==> src/rtl/acq_regs_pkg.sv <==
// Shared offsets, field positions, reset values and states of the readout block
package acq_regs_pkg;
  localparam int unsigned ADDR_W = 5;
  localparam logic [4:0] OFS_RESULT_LO = 5'h00;
  localparam logic [4:0] OFS_RESULT_HI = 5'h01;
  localparam logic [4:0] OFS_RANGE = 5'h02;
  localparam logic [4:0] OFS_FIRST_CHAN = 5'h04;
  localparam logic [4:0] OFS_LAST_CHAN = 5'h05;
  localparam logic [4:0] OFS_CTRL_LO = 5'h06;
  localparam logic [4:0] OFS_CTRL_HI = 5'h07;
  localparam logic [4:0] OFS_IRQ_CLEAR = 5'h08;
  localparam logic [4:0] OFS_FIFO_CLEAR = 5'h09;
  localparam logic [4:0] OFS_AOUT0_LO = 5'h0a;
  localparam logic [4:0] OFS_AOUT0_HI = 5'h0b;
  localparam logic [4:0] OFS_AOUT1_LO = 5'h0c;
  localparam logic [4:0] OFS_AOUT1_HI = 5'h0d;
  localparam logic [4:0] OFS_AOUT_CTRL_LO = 5'h0e;
  localparam logic [4:0] OFS_AOUT_CTRL_HI = 5'h0f;
  localparam logic [4:0] OFS_DOUT_LO = 5'h10;
  localparam logic [4:0] OFS_DOUT_HI = 5'h11;
  localparam logic [4:0] OFS_CAL_DATA = 5'h12;
  localparam logic [4:0] OFS_CAL_CMD = 5'h13;
  localparam logic [4:0] OFS_COUNTER_ZERO = 5'h18;
  localparam logic [4:0] OFS_COUNTER_ONE = 5'h1a;
  localparam logic [4:0] OFS_COUNTER_TWO = 5'h1c;
  localparam logic [4:0] OFS_COUNTER_MODE = 5'h1e;
  // Control low byte fields
  localparam int unsigned SOFT_TRIGGER_SELECT_BIT = 0;
  localparam int unsigned PACER_SELECT_BIT = 1;
  localparam int unsigned EXT_TRIGGER_SELECT_BIT = 2;
  localparam int unsigned GATE_BIT = 3;
  localparam int unsigned IRQ_ALLOW_BIT = 4;
  localparam int unsigned IRQ_PER_SAMPLE_OR_HALF_BIT = 5;
  localparam int unsigned PACER_CLOCK_SELECT_BIT = 6;
  localparam int unsigned RESULT_WIDTH_FLAG_BIT = 7;
  // Result byte layout for the twelve-bit variant
  localparam int unsigned CHAN_NUM_LOW_BIT = 4;
  localparam int unsigned CHAN_NUM_TOP_BIT = 7;
  localparam int unsigned RESULT12_HI_TOP = 3;
  localparam int unsigned RESULT12_MSB = 11;
  localparam int unsigned RESULT12_HI_LSB = 8;
  localparam int unsigned CAL_CMD_TOP_BIT = 3;
  localparam int unsigned CHAN_W = 4;
  // Reset values
  localparam logic [7:0] RESET_BYTE = 8'h00;
  localparam logic [15:0] RESET_WORD = 16'h0000;
  localparam logic [3:0] RESET_CHAN = 4'h0;
  localparam logic [15:0] RESET_PACER_DIV = 16'h0000;
  // Conversion sequencer states, Gray coded
  typedef enum logic [1:0] {
    CONV_IDLE = 2'b00,
    CONV_BUSY = 2'b01
  } conv_state_type;
endpackage

==> src/rtl/scan_channel_seq.sv <==
// Input multiplexer scan pointer from first to last channel with wrap
`timescale 1ns/1ps
`default_nettype none
module scan_channel_seq
  import acq_regs_pkg::*;
(
  input wire logic mclk,
  input wire logic rstn,
  input wire logic [3:0] first_chan,
  input wire logic [3:0] last_chan,
  input wire logic reload,
  input wire logic advance,
  output logic [3:0] chan
);
  logic [3:0] next_chan;
  wire at_last = (chan == last_chan);
  // Natural 4-bit wrap lets a window such as 13..2 pass through 15 and 0
  wire [3:0] step_chan = 4'(chan + 4'h1);

  always_comb begin
    next_chan = chan;
    if (reload) begin
      next_chan = first_chan;
    end else if (advance) begin
      next_chan = at_last ? first_chan : step_chan;
    end
  end

  always_ff @(posedge mclk or negedge rstn) begin
    if (!rstn) begin
      chan <= RESET_CHAN;
    end else begin
      chan <= next_chan;
    end
  end
endmodule // scan_channel_seq
`default_nettype wire

==> src/rtl/acq_card_adc_readout_regs.sv <==
// Byte-wide host register block: conversion readout, trigger and output ports
//
// Notes on behaviour
// - Twelve-bit: low byte offset 0, nibble offset 1.
// - Twelve-bit: channel number in offset 1 top nibble.
// - Twelve-bit result bit 0 is LSB, 11 MSB.
// - Sixteen-bit: offset 1 holds upper byte, no channel.
// - Sixteen-bit result bit 0 LSB, 15 MSB.
// - Calibration command nibble offset 19, data offset 18.
// - Channel number belongs to the returned result.
// - Software trigger: any write to offset 0 converts; this block does so only with control bit 0 set and while idle.
// - Control bits 2..0 choose the trigger source.
// - Each trigger taken while idle advances scan, wrapping last to first.
//
// Decided for this implementation: strobed register access.
`timescale 1ns/1ps
`default_nettype none
module acq_card_adc_readout_regs
  import acq_regs_pkg::*;
(
  input wire logic mclk,
  input wire logic rstn,
  // Host register port
  input wire logic [4:0] reg_addr,
  input wire logic [7:0] reg_wdata,
  input wire logic reg_wr,
  input wire logic reg_rd,
  output logic [7:0] reg_rdata,
  // Converter side, same clock
  output logic conv_start,
  output logic [3:0] conv_chan,
  input wire logic conv_done,
  input wire logic [15:0] conv_data,
  // External trigger pin, asynchronous
  input wire logic ext_trigger_pin,
  // Configuration and output ports
  output logic [7:0] input_range_setting,
  output logic range_load,
  output logic [3:0] range_chan,
  output logic [15:0] conversion_control,
  output logic irq_clear,
  output logic fifo_clear,
  output logic [15:0] analog_out0_value,
  output logic [15:0] analog_out1_value,
  output logic [15:0] analog_out_control,
  output logic [15:0] digital_out_port,
  output logic [7:0] cal_data,
  output logic [3:0] cal_cmd,
  output logic cal_strobe,
  output logic [7:0] counter_mode_control
);
  // Write decode, one wire per port
  function automatic logic hit(input logic [4:0] a, input logic [4:0] ofs);
    hit = (a == ofs);
  endfunction

  wire wr_result = reg_wr && hit(reg_addr, OFS_RESULT_LO);
  wire wr_range = reg_wr && hit(reg_addr, OFS_RANGE);
  wire wr_first = reg_wr && hit(reg_addr, OFS_FIRST_CHAN);
  wire wr_last = reg_wr && hit(reg_addr, OFS_LAST_CHAN);
  wire wr_ctrl_lo = reg_wr && hit(reg_addr, OFS_CTRL_LO);
  wire wr_ctrl_hi = reg_wr && hit(reg_addr, OFS_CTRL_HI);
  wire wr_irq_clr = reg_wr && hit(reg_addr, OFS_IRQ_CLEAR);
  wire wr_fifo_clr = reg_wr && hit(reg_addr, OFS_FIFO_CLEAR);
  wire wr_a0_lo = reg_wr && hit(reg_addr, OFS_AOUT0_LO);
  wire wr_a0_hi = reg_wr && hit(reg_addr, OFS_AOUT0_HI);
  wire wr_a1_lo = reg_wr && hit(reg_addr, OFS_AOUT1_LO);
  wire wr_a1_hi = reg_wr && hit(reg_addr, OFS_AOUT1_HI);
  wire wr_ac_lo = reg_wr && hit(reg_addr, OFS_AOUT_CTRL_LO);
  wire wr_ac_hi = reg_wr && hit(reg_addr, OFS_AOUT_CTRL_HI);
  wire wr_do_lo = reg_wr && hit(reg_addr, OFS_DOUT_LO);
  wire wr_do_hi = reg_wr && hit(reg_addr, OFS_DOUT_HI);
  wire wr_cal_data = reg_wr && hit(reg_addr, OFS_CAL_DATA);
  wire wr_cal_cmd = reg_wr && hit(reg_addr, OFS_CAL_CMD);
  wire wr_pacer_clock_select = reg_wr && hit(reg_addr, OFS_COUNTER_ZERO);
  wire wr_cnt1 = reg_wr && hit(reg_addr, OFS_COUNTER_ONE);
  wire wr_cnt2 = reg_wr && hit(reg_addr, OFS_COUNTER_TWO);
  wire wr_cmode = reg_wr && hit(reg_addr, OFS_COUNTER_MODE);
  wire rd_result_lo = reg_rd && hit(reg_addr, OFS_RESULT_LO);

  // Stored configuration
  logic [3:0] first_chan;
  logic [3:0] last_chan;
  logic [7:0] counter_zero;
  logic [7:0] counter_one;
  logic [7:0] counter_two;

  always_ff @(posedge mclk or negedge rstn) begin
    if (!rstn) begin
      first_chan <= RESET_CHAN;
      last_chan <= RESET_CHAN;
      input_range_setting <= RESET_BYTE;
      conversion_control <= RESET_WORD;
      counter_mode_control <= RESET_BYTE;
      cal_data <= RESET_BYTE;
      cal_cmd <= RESET_CHAN;
    end else begin
      if (wr_first) begin
        first_chan <= reg_wdata[CHAN_W-1:0];
      end
      if (wr_last) begin
        last_chan <= reg_wdata[CHAN_W-1:0];
      end
      if (wr_range) begin
        input_range_setting <= reg_wdata;
      end
      if (wr_ctrl_lo) begin
        conversion_control[7:0] <= reg_wdata;
      end
      if (wr_ctrl_hi) begin
        conversion_control[15:8] <= reg_wdata;
      end
      if (wr_cmode) begin
        counter_mode_control <= reg_wdata;
      end
      if (wr_cal_data) begin
        cal_data <= reg_wdata;
      end
      if (wr_cal_cmd) begin
        cal_cmd <= reg_wdata[CAL_CMD_TOP_BIT:0];
      end
    end
  end

  // Word-wide output ports, byte lanes written separately
  always_ff @(posedge mclk or negedge rstn) begin
    if (!rstn) begin
      analog_out0_value <= RESET_WORD;
      analog_out1_value <= RESET_WORD;
      analog_out_control <= RESET_WORD;
      digital_out_port <= RESET_WORD;
    end else begin
      if (wr_a0_lo) begin
        analog_out0_value[7:0] <= reg_wdata;
      end
      if (wr_a0_hi) begin
        analog_out0_value[15:8] <= reg_wdata;
      end
      if (wr_a1_lo) begin
        analog_out1_value[7:0] <= reg_wdata;
      end
      if (wr_a1_hi) begin
        analog_out1_value[15:8] <= reg_wdata;
      end
      if (wr_ac_lo) begin
        analog_out_control[7:0] <= reg_wdata;
      end
      if (wr_ac_hi) begin
        analog_out_control[15:8] <= reg_wdata;
      end
      if (wr_do_lo) begin
        digital_out_port[7:0] <= reg_wdata;
      end
      if (wr_do_hi) begin
        digital_out_port[15:8] <= reg_wdata;
      end
    end
  end

  always_ff @(posedge mclk or negedge rstn) begin
    if (!rstn) begin
      counter_zero <= RESET_BYTE;
      counter_one <= RESET_BYTE;
      counter_two <= RESET_BYTE;
    end else begin
      if (wr_pacer_clock_select) begin
        counter_zero <= reg_wdata;
      end
      if (wr_cnt1) begin
        counter_one <= reg_wdata;
      end
      if (wr_cnt2) begin
        counter_two <= reg_wdata;
      end
    end
  end

  // One-cycle command pulses
  always_ff @(posedge mclk or negedge rstn) begin
    if (!rstn) begin
      irq_clear <= 1'b0;
      fifo_clear <= 1'b0;
      cal_strobe <= 1'b0;
      range_load <= 1'b0;
    end else begin
      irq_clear <= wr_irq_clr;
      fifo_clear <= wr_fifo_clr;
      cal_strobe <= wr_cal_cmd;
      range_load <= wr_range;
    end
  end

  // Gain codes are filed under the first scan channel
  assign range_chan = first_chan;

  // External trigger pin: two flops, then edge detect on the second
  // Pin idles low, so the detector resets low and no false edge follows reset
  logic ext_meta;
  logic ext_sync;
  logic ext_prev;

  always_ff @(posedge mclk or negedge rstn) begin
    if (!rstn) begin
      ext_meta <= 1'b0;
      ext_sync <= 1'b0;
      ext_prev <= 1'b0;
    end else begin
      ext_meta <= ext_trigger_pin;
      ext_sync <= ext_meta;
      ext_prev <= ext_sync;
    end
  end

  wire ext_rise = ext_sync && !ext_prev;

  // Pacer: counters one and zero form the divisor; zero stops it
  // A new divisor takes effect after the running period ends
  logic [15:0] pacer_count;
  wire [15:0] pacer_div = {counter_one, counter_zero};
  wire pacer_on = conversion_control[PACER_SELECT_BIT] && (pacer_div != RESET_PACER_DIV);
  wire pacer_tick = pacer_on && (pacer_count == RESET_PACER_DIV);

  always_ff @(posedge mclk or negedge rstn) begin
    if (!rstn) begin
      pacer_count <= RESET_PACER_DIV;
    end else if (!pacer_on || pacer_tick) begin
      pacer_count <= pacer_on ? 16'(pacer_div - 16'h0001) : RESET_PACER_DIV;
    end else begin
      pacer_count <= 16'(pacer_count - 16'h0001);
    end
  end

  // Trigger source selection
  wire soft_trig = wr_result && conversion_control[SOFT_TRIGGER_SELECT_BIT];
  wire ext_trig = ext_rise && conversion_control[EXT_TRIGGER_SELECT_BIT];
  wire any_trig = soft_trig || ext_trig || pacer_tick;

  // Conversion sequencer; triggers during a conversion are dropped
  conv_state_type state;
  conv_state_type next_state;
  wire take_trig = (state == CONV_IDLE) && any_trig;
  wire scan_reload = wr_first || wr_last;
  logic [3:0] scan_chan;
  // Reload takes the first channel being written, not the stale one
  wire [3:0] reload_first = wr_first ? reg_wdata[CHAN_W-1:0] : first_chan;

  // Dropping triggers while busy keeps each result paired with one channel
  scan_channel_seq u_scan (
    .mclk(mclk),
    .rstn(rstn),
    .first_chan(reload_first),
    .last_chan(last_chan),
    .reload(scan_reload),
    .advance(take_trig),
    .chan(scan_chan)
  );

  always_comb begin
    case (state)
      CONV_IDLE: begin
        next_state = take_trig ? CONV_BUSY : CONV_IDLE;
      end
      CONV_BUSY: begin
        next_state = conv_done ? CONV_IDLE : CONV_BUSY;
      end
      default: begin
        next_state = CONV_IDLE;
      end
    endcase
  end

  always_ff @(posedge mclk or negedge rstn) begin
    if (!rstn) begin
      state <= CONV_IDLE;
      conv_start <= 1'b0;
      conv_chan <= RESET_CHAN;
    end else begin
      state <= next_state;
      conv_start <= take_trig;
      if (take_trig) begin
        conv_chan <= scan_chan;
      end
    end
  end

  // Latest result with the channel it was taken from
  logic [15:0] result_word;
  logic [3:0] result_chan;

  always_ff @(posedge mclk or negedge rstn) begin
    if (!rstn) begin
      result_word <= RESET_WORD;
      result_chan <= RESET_CHAN;
    end else if (conv_done && state == CONV_BUSY) begin
      result_word <= conv_data;
      result_chan <= conv_chan;
    end
  end

  // Reading the low byte freezes the high byte, so a low-then-high
  // pair never straddles two samples even if a new one lands between
  logic [7:0] held_hi;
  wire wide_mode = conversion_control[RESULT_WIDTH_FLAG_BIT];
  // Width mode is taken at freeze time; switching it between the two reads is not supported
  wire [7:0] hi12 = {result_chan, result_word[RESULT12_MSB:RESULT12_HI_LSB]};
  wire [7:0] hi_now = wide_mode ? result_word[15:8] : hi12;

  always_ff @(posedge mclk or negedge rstn) begin
    if (!rstn) begin
      held_hi <= RESET_BYTE;
    end else if (rd_result_lo) begin
      held_hi <= hi_now;
    end
  end

  // Read mux; unmapped and write-only offsets read as zero
  // Counters read back the last byte written; there is no live count here
  logic [7:0] next_rdata;

  always_comb begin
    next_rdata = RESET_BYTE;
    case (reg_addr)
      OFS_RESULT_LO: next_rdata = result_word[7:0];
      OFS_RESULT_HI: next_rdata = held_hi;
      OFS_DOUT_LO: next_rdata = digital_out_port[7:0];
      OFS_DOUT_HI: next_rdata = digital_out_port[15:8];
      OFS_COUNTER_ZERO: next_rdata = counter_zero;
      OFS_COUNTER_ONE: next_rdata = counter_one;
      OFS_COUNTER_TWO: next_rdata = counter_two;
      default: next_rdata = RESET_BYTE;
    endcase
  end

  always_ff @(posedge mclk or negedge rstn) begin
    if (!rstn) begin
      reg_rdata <= RESET_BYTE;
    end else begin
      // Data fall back to zero after one cycle so a stale byte is never taken
      reg_rdata <= reg_rd ? next_rdata : RESET_BYTE;
    end
  end
endmodule // acq_card_adc_readout_regs
`default_nettype wire

==> config.mk <==
export PLATFORM = sky130hd
export DESIGN_NAME = acq_card_adc_readout_regs
export DESIGN_NICKNAME = d
export VERILOG_FILES = /design/src/rtl/acq_regs_pkg.sv /design/src/rtl/scan_channel_seq.sv /design/src/rtl/acq_card_adc_readout_regs.sv
export SDC_FILE = /design/constraint.sdc
export NUM_CORES = 1
export LEC_CHECK = 0
export ABC_CLOCK_PERIOD_IN_PS = 2300
export BUFFER_PORTS_ARGS = -buffer_cell sky130_fd_sc_hd__buf_2
export CAP_MARGIN = 40
export CORE_MARGIN = 5
export CORE_UTILIZATION = 30
export DETAILED_ROUTE_END_ITERATION = 8
export MAX_ROUTING_LAYER = met4
export PLACE_DENSITY_LB_ADDON = 0.15
export REMOVE_ABC_BUFFERS = 1
export SYNTH_ARGS = -nofsm -noshare
export SYNTH_HDL_FRONTEND = slang
export SYNTH_SLANG_ARGS = --single-unit
==> constraint.sdc <==
create_clock -name mclk -period 2.3 [get_ports mclk]
set_input_delay 0.46 -clock mclk [delete_from_list [all_inputs] [get_ports mclk]]
set_output_delay 0.46 -clock mclk [all_outputs]
set_load 0.05 [all_outputs]
==> run summary, run 1 <==
Slew at the pin with the worst max-slew slack = 0.544 ns
Via count = 6,368
HP Class = in -> reg
Met3 wirelength from detailed routing = 1.87 mm
Synthesized area = 9050 um2
Ratio of cells with drive above 1 in the final layout = 49.6%
Net count reported at finish = 967
Fill count = 2,931
Register bit total from synthesis = 209
Port bufs = 163
Fmax = 441 MHz
Post-DRT Antenna Nets = 0
CTS tree = done
CTS clk-pin slew, worst paths = 0.06 ns
Die area = 33,800 um2
Vias in the first global route = 6,970
Skew-Pair Late Insertion Delay = 0.51 ns
Pwr/cell area = 1280 nW/um2
Finished Cell Area = 11,800 um2
Status = finished clean
Synthesis Warnings = 0
DP Area = 10,900 um2
Root buf cell = clkbuf_16
Std-Cell Rows = 63
Drc violations = 0
Initial DRT Pass Iterations = 4
Initial antenna violation count = 4
Clock buffer count from CTS = 24
Peak supply drop = 552 uV
CTS H-tree depth = 1
Synth Instances = 691
Maximum root-to-sink buffer count = 3
Die H = 184 um
Seq/Total Area, Yosys = 57.8%
Critical Path AT = 2.66 ns
Power, Total = 15.1 mW
EDFF count, synth = 0
Final clock skew = 0.00844 ns
Post-Syn Area per Cell = 13.1 um2
Grt total ovfl = 0
Via density = 4.75
Starting Density = 30.5%
Worst endpoint required time = 2.69 ns
Final period demand of the worst path = 2.27 ns
Detailed Route WL = 27.1 mm
Leak = 5.63 nW
Hold_ws = 0.0620 ns
Synth async-reset ratio = 100%
Worst rel slew slack = 63.6%
Tot GR Track Use = 16.5%
Crit path launch type = flip-flop
Max Fanout on Critical Path = 5
Metal1 wirelength = 11.8 mm
Largest net degree at the start of global routing = 56
Synth cell types = 55
First-pass GRT wire length = 42.1 mm
Core area = 29,700 um2
Top routing layer used = met4
Final Cycle Share = 98.7%
Drt wl/cell = 20.3 um
Finished Core Util = 39.6%
Clk sink count = 209
Final setup fails = 0
Reg area = 5230 um2
Final Hold Viols = 0
Die X-Extent = 184 um
Iteration-0 DRC Markers = 252
Gp weighted congestion = 0.837
Area grow syn2layout = 30.0%
CP Class = reg -> reg
Critical Path Sink Type = flip-flop
Post-synth top flop = dfrtp_1
HPWL after DPL = 19.6 mm
Met2 routed wirelength = 12.9 mm
Unrepaired setup endpoints after global routing = yes
Max-slew violations = 0
Max-cap viol count = 0
Multi-input logic area = 3700 um2
I/O pins = 164
Setup_tns = 0 ns
## cells by family after synthesis
group | synth area share, %
AO/OA/AOI/OAI | 5.58
buffers and inverters | 1.77
AND/OR/NAND/NOR | 9.33
adder cells (fa/ha/maj) | 0.691
flip-flops | 57.8
multiplexers | 22.4
XOR/XNOR | 2.42
## layer usage
layer	vias to the layer above	GRT usage, %
met5	-	-
met4	0	3.67
met3	39	4.71
met2	154	26.6
met1	3208	20.9
li1	2967	-
## Yosys cell counts, types with 7 or more instances
master | count | area (um2)
a211oi_1 | 12 | 90.1
a21oi_1 | 11 | 55.1
a22oi_1 | 17 | 128
a31oi_1 | 10 | 62.6
clkbuf_1 | 21 | 78.8
dfrtp_1 | 209 | 5230
inv_1 | 9 | 33.8
mux2_2 | 167 | 1880
mux2i_1 | 14 | 140
nand2_1 | 41 | 154
nand3_1 | 9 | 45.0
nand4_1 | 9 | 56.3
nor2_1 | 42 | 158
nor3_1 | 11 | 55.1
o21ai_0 | 7 | 35.0
or4_1 | 7 | 52.6
xnor2_1 | 17 | 149
xor2_1 | 8 | 70.1
## final cells by class
cell class / count / area share [%]
diodes: 5 / 0.106
clock buffers: 38 / 6.58
clock inverters: 6 / 0.276
inverters: 9 / 0.287
multi-input cells: 441 / 31.5
flip-flops and latches: 209 / 44.4
well taps: 390 / 4.15
repair buffers: 242 / 12.7
## worst max-delay path, stage by stage (launching register included)
cell,delay (ns)
dfrtp_1,0.39
inv_2,0.08
ha_4,0.14
or3b_4,0.38
nor4_4,0.33
buf_6,0.17
a31oi_4,0.11
nor2_4,0.21
mux2_4,0.32
## power breakdown
group	total, mW	leakage [nW]	switching, mW	internal (mW)
Clock	3.82	0.403	1.52	2.30
Sequential	5.23	2.68	0.635	4.59
Combinational	6.00	2.55	3.64	2.36
Total	15.1	5.63	5.80	9.25
## final timing paths
| check | startpoint | end | slack, ns | cells after the start |
|---|---|---|---|---|
| max | pacer_count[1] | conv_chan[2] | 0.03 | 8 |
| min | ext_trigger_pin | ext_meta | 0.06 | 1 |
| max reg2reg | pacer_count[1] | conv_chan[2] | 0.03 | 8 |
| min reg2reg | ext_meta | ext_sync | 0.34 | 0 |
| max in group asynchronous | rstn | analog_out1_value[8] | 1.16 | 3 |
| min in group asynchronous | rstn | result_word[2] | 0.49 | 2 |
## flip-flops by register name (all words and copies together), names as in the netlist, 16 cells and up
signal              cells
pacer_count            16
analog_out1_value      16
digital_out_port       16
analog_out0_value      16
result_word            16
conversion_control     16
analog_out_control     16
## cells in the final DEF (no fill, tap or decap), types with 7 or more instances in the layout
| cell type | synthesis | layout |
|---|---|---|
| nand2_1 | 41 | 41 |
| a211oi_1 | 12 | 12 |
| a21oi_1 | 11 | 11 |
| clkbuf_16 | 0 | 25 |
| dfrtp_1 | 209 | 209 |
| xor2_1 | 8 | 8 |
| nor3_1 | 11 | 11 |
| a31oi_1 | 10 | 10 |
| nand3_1 | 9 | 9 |
| nor2_1 | 42 | 41 |
| o21ai_0 | 7 | 7 |
| inv_1 | 9 | 7 |
| a22oi_1 | 17 | 17 |
| nand4_1 | 9 | 9 |
| clkbuf_8 | 0 | 11 |
| buf_4 | 0 | 71 |
| xnor2_1 | 17 | 17 |
| mux2_2 | 167 | 163 |
| mux2i_1 | 14 | 14 |
| buf_2 | 5 | 162 |
| or4_1 | 7 | 7 |
## what timing repair did
item | 4_1_cts | 5_1_grt
hold endpoints to repair | 47 | 0
gates resized for setup | 1 | 13
endpoints found under the setup margin | 2 | 7
pin swaps | 1 | 5
hold buffers | 1 | 0
buffers inserted | 0 | 2
## through the flow
stage	cells	worst slack (ns)
after floorplan	659	-0.543
after global routing	1339	-0.0553
after CTS	1333	0.0000893
final	1340	0.0310
after detailed placement	1288	-0.00129
after global placement	1288	0.0255
Power figures use the tool's default switching activity.
==> inputs of run 2 (changes only) <==
--- a/config.mk
+++ b/config.mk
@@ -16,4 +16,5 @@
 export REMOVE_ABC_BUFFERS = 1
 export SYNTH_ARGS = -nofsm -noshare
 export SYNTH_HDL_FRONTEND = slang
+export SYNTH_HIERARCHICAL = 1
 export SYNTH_SLANG_ARGS = --single-unit
==> constraint.sdc (replaced) <==
create_clock -name mclk -period 2.3 [get_ports mclk]
set_input_delay 0.46 -clock mclk [delete_from_list [all_inputs] [get_ports mclk]]
set_output_delay 0.46 -clock mclk [all_outputs]
set_load 0.1 [all_outputs]
==> run 2 against run 1 <==
Against the previous run:
- the flow now finishes with violations (negative setup slack)
- combinational power grew 12%
- critical path type unchanged
- sequential power fell by 3%
- critical path depth is 1 higher
- largest cell class unchanged
- synthesized cell count stayed put
- clock-buffer cell count down 2
==> run summary, run 2 <==
Vias in the first global route = 6,970 (unchanged)
Synth Instances = 691 (unchanged)
Final Cycle Share = 102% (was 98.7%)
Finished Cell Area = 11,900 um2 (was 11,800 um2)
Net count reported at finish = 987 (was 967)
Fmax = 425 MHz (was 441 MHz)
Synthesized area = 9020 um2 (was 9050 um2)
Crit path launch type = flip-flop (unchanged)
HP Start = ext_trigger_pin (unchanged)
CTS H-tree depth = 1 (unchanged)
Worst endpoint required time = 2.68 ns (was 2.69 ns)
Core area = 29,600 um2 (was 29,700 um2)
Leak = 5.68 nW (was 5.63 nW)
Dominant cell type by area after synthesis = dfrtp_1 (unchanged)
Drc violations = 0 (unchanged)
Final clock skew = 0.00759 ns (was 0.00844 ns)
Iteration-0 DRC Markers = 308 (was 252)
Critical Path Sink Type = flip-flop (unchanged)
Register bit total from synthesis = 209 (unchanged)
Ratio of cells with drive above 1 in the final layout = 50.2% (was 49.6%)
Peak supply drop = 653 uV (was 552 uV)
CTS clk-pin slew, worst paths = 0.06 ns (about the same)
Hold EP = ext_meta (unchanged)
Starting Density = 30.4% (was 30.5%)
Clock buffer count from CTS = 25 (was 24)
Comb pwr share = 43.0% (was 39.9%)
HP Class = in -> reg (unchanged)
CP Class = reg -> reg (unchanged)
Via count = 6,457 (was 6,368)
Terminus of the critical flop-to-flop path = u_scan/chan[3] (was conv_chan[2])
Placed Cells = 1,303 (was 1,288)
Final Hold Viols = 0 (unchanged)
EDFF count, synth = 0 (unchanged)
Synth top area cells = dfrtp_1 (58%), mux2_2 (19%), nand2_1 (2.5%), xnor2_1 (1.8%), nor2_1 (1.3%) (was dfrtp_1 (58%), mux2_2 (21%), nor2_1 (1.7%), nand2_1 (1.7%), xnor2_1 (1.6%))
Failing checks = negative setup slack
Gp weighted congestion = 0.819 (was 0.837)
Post-Syn Area per Cell = 13.0 um2 (was 13.1 um2)
Area grow syn2layout = 31.9% (was 30.0%)
Status = complete, but fails checks (was finished clean)
Synth cell types = 62 (was 55)
Largest net degree at the start of global routing = 56 (unchanged)
DP Area = 10,900 um2 (about the same)
CTS tree = done (unchanged)
Via density = 4.77 (was 4.75)
Synth async-reset ratio = 100% (unchanged)
Count leader, synth = dfrtp_1 (unchanged)
Final period demand of the worst path = 2.35 ns (was 2.27 ns)
Worst hold path cell count = 1 (unchanged)
Seq/Total Area, Yosys = 58.0% (was 57.8%)
Clk pwr share = 24.6% (was 25.4%)
Unrepaired setup endpoints after global routing = yes (unchanged)
Most frequent cells in the layout = dfrtp_1 (209), buf_2 (162), mux2_2 (155) (was dfrtp_1 (209), mux2_2 (163), buf_2 (162))
Reg2reg start = counter_zero[6] (was pacer_count[1])
Critical Path AT = 2.73 ns (was 2.66 ns)
Drt wl/cell = 19.4 um (was 20.3 um)
Tot GR Track Use = 15.9% (was 16.5%)
Sw Share = 43.6% (was 38.5%)
Max-slew violations = 0 (unchanged)
Die H = 183 um (was 184 um)
Initial DRT Pass Iterations = 7 (was 4)
Commonest non-fill, non-tap cell in the layout = dfrtp_1 (unchanged)
Sequential Power Share = 32.5% (was 34.7%)
Yosys top cell area share = 58.0% (was 57.8%)
Sw Pwr = 6.81 mW (was 5.80 mW)
Port bufs = 163 (unchanged)
Post-DRT Antenna Nets = 0 (unchanged)
Pre-CTS setup slack = -0.233 ns (was -0.00129 ns)
Pwr/cell area = 1310 nW/um2 (was 1280 nW/um2)
Root buf cell = clkbuf_16 (unchanged)
Grt total ovfl = 0 (unchanged)
Slew at the pin with the worst max-slew slack = 0.615 ns (was 0.544 ns)
Setup_tns = -0.0949 ns (was 0 ns)
Post-route insts no fill = 1,355 (was 1,340)
Setup WS post-layout = -0.0505 ns (was 0.0310 ns)
Max-cap viol count = 0 (unchanged)
Skew-Pair Late Insertion Delay = 0.50 ns (was 0.51 ns)
Hold_ws = 0.0694 ns (was 0.0620 ns)
Std-Cell Rows = 63 (unchanged)
Worst rel slew slack = 58.7% (was 63.6%)
I/O pins = 164 (unchanged)
HPWL after DPL = 19.0 mm (was 19.6 mm)
Max Fanout on Critical Path = 9 (was 5)
Clk sink count = 209 (unchanged)
Initial antenna violation count = 4 (unchanged)
Detailed Route WL = 26.3 mm (was 27.1 mm)
Worst R2R Path Depth = 9 (was 8)
Die X-Extent = 183 um (was 184 um)
Maximum root-to-sink buffer count = 3 (unchanged)
Int Power = 8.82 mW (was 9.25 mW)
Final setup fails = 2 (was 0)
Post-synth top flop = dfrtp_1 (unchanged)
Flop2flop setup slack = -0.05 ns (was 0.03 ns)
Top cells by count, synth = dfrtp_1 (209), mux2_2 (155), nand2_1 (61) (was dfrtp_1 (209), mux2_2 (167), nor2_1 (42))
Synthesis Warnings = 6 (was 0)
Die area = 33,600 um2 (was 33,800 um2)
First-pass GRT wire length = 40.7 mm (was 42.1 mm)
[run 2: changes by cell type in the layout (fill, tap and decap cells not counted), sizes merged, moves of 6 or more]
cell,change
a22oi,-12
buf,+22
a211oi,-7
nor2,-13
mux2i,-7
a21oi,-7
a222oi,+8
mux2,-9
nand2,+20
o22ai,+6
[run 2: area by class of cell]
cell class	count	area, um2
fillers	2974	17700
flip-flops and latches	209	5230
multi-input cells	440	3720
repair buffers	264	1630
clock buffers	36	717
well taps	390	488
clock inverters	5	75.1
inverters	7	26.3
diodes	4	10.0
[run 2: layer usage]
metal | vias to the layer above | global-route usage [%] | wire length (um)
li1 | 3026 | - | -
met1 | 3250 | 20.4 | 11400
met2 | 155 | 25.6 | 12700
met3 | 26 | 4.56 | 1860
met4 | 0 | 2.80 | 358
met5 | - | - | 0
[run 2: how the worst max path moves through the flow]
stage | start | endpoint | slack [ns] | cells after the start
after global placement | pacer_count[0] | u_scan/chan[0] | -0.18 | 11
after CTS | counter_zero[0] | u_scan/chan[3] | -0.07 | 11
after global routing | counter_zero[6] | u_scan/chan[0] | -0.09 | 8
after detailed placement | pacer_count[0] | u_scan/chan[0] | -0.23 | 11
final | counter_zero[6] | u_scan/chan[3] | -0.05 | 9
after floorplan | counter_one[1] | u_scan/chan[0] | -0.67 | 8
[run 2: timing repair]
action                                  4_1_cts  5_1_grt
resized for setup                            14       13
buffers inserted                              5        1
endpoints found under the setup margin        8       12
endpoints found under the hold margin        44        0
hold buffers                                  1        0
pin swaps                                     7        7
[run 2: through the flow]
stage / util [%] / total power [mW]
after floorplan: - / 9.84
after global placement: 36.9 / 11.6
after detailed placement: 36.9 / 11.7
after CTS: 39.9 / 15.7
after global routing: 40.1 / 16.4
final: 40.1 / 15.6
[run 2: kinds of logic (layout without fill, tap and decap cells)]
group,count (synthesis),count (layout),share of synthesized area (%)
buffers and inverters,42,312,1.86
DFF,209,209,58.0
and+or+nand+nor,170,170,10.1
muxes,167,167,20.9
xor gates and xnor gates,27,27,2.62
AOI/OAI and AO/OA,71,71,5.87
other,0,4,0
adders and majority gates,5,5,0.694
[run 2: worst max-delay path, cell delays in order, from the launching register on]
cell and delay (ns):
dfrtp_1 0.37, or4_4 0.56, o41ai_4 0.38, or2_4 0.21
o21a_4 0.14, inv_2 0.04, buf_6 0.13, nor4b_2 0.15
o21ai_1 0.14, o211ai_1 0.10
[run 2: power groups by stage]
stage | clock network, mW | registers, mW | logic (mW)
6_report | 3.84 | 5.07 | 6.72
5_1_grt | 4.13 | 5.19 | 7.06
4_1_cts | 3.96 | 5.09 | 6.65
3_5_place_dp | 0 | 5.13 | 6.53
3_3_place_gp | 0 | 5.12 | 6.53
2_1_floorplan | 0 | 8.15 | 1.69
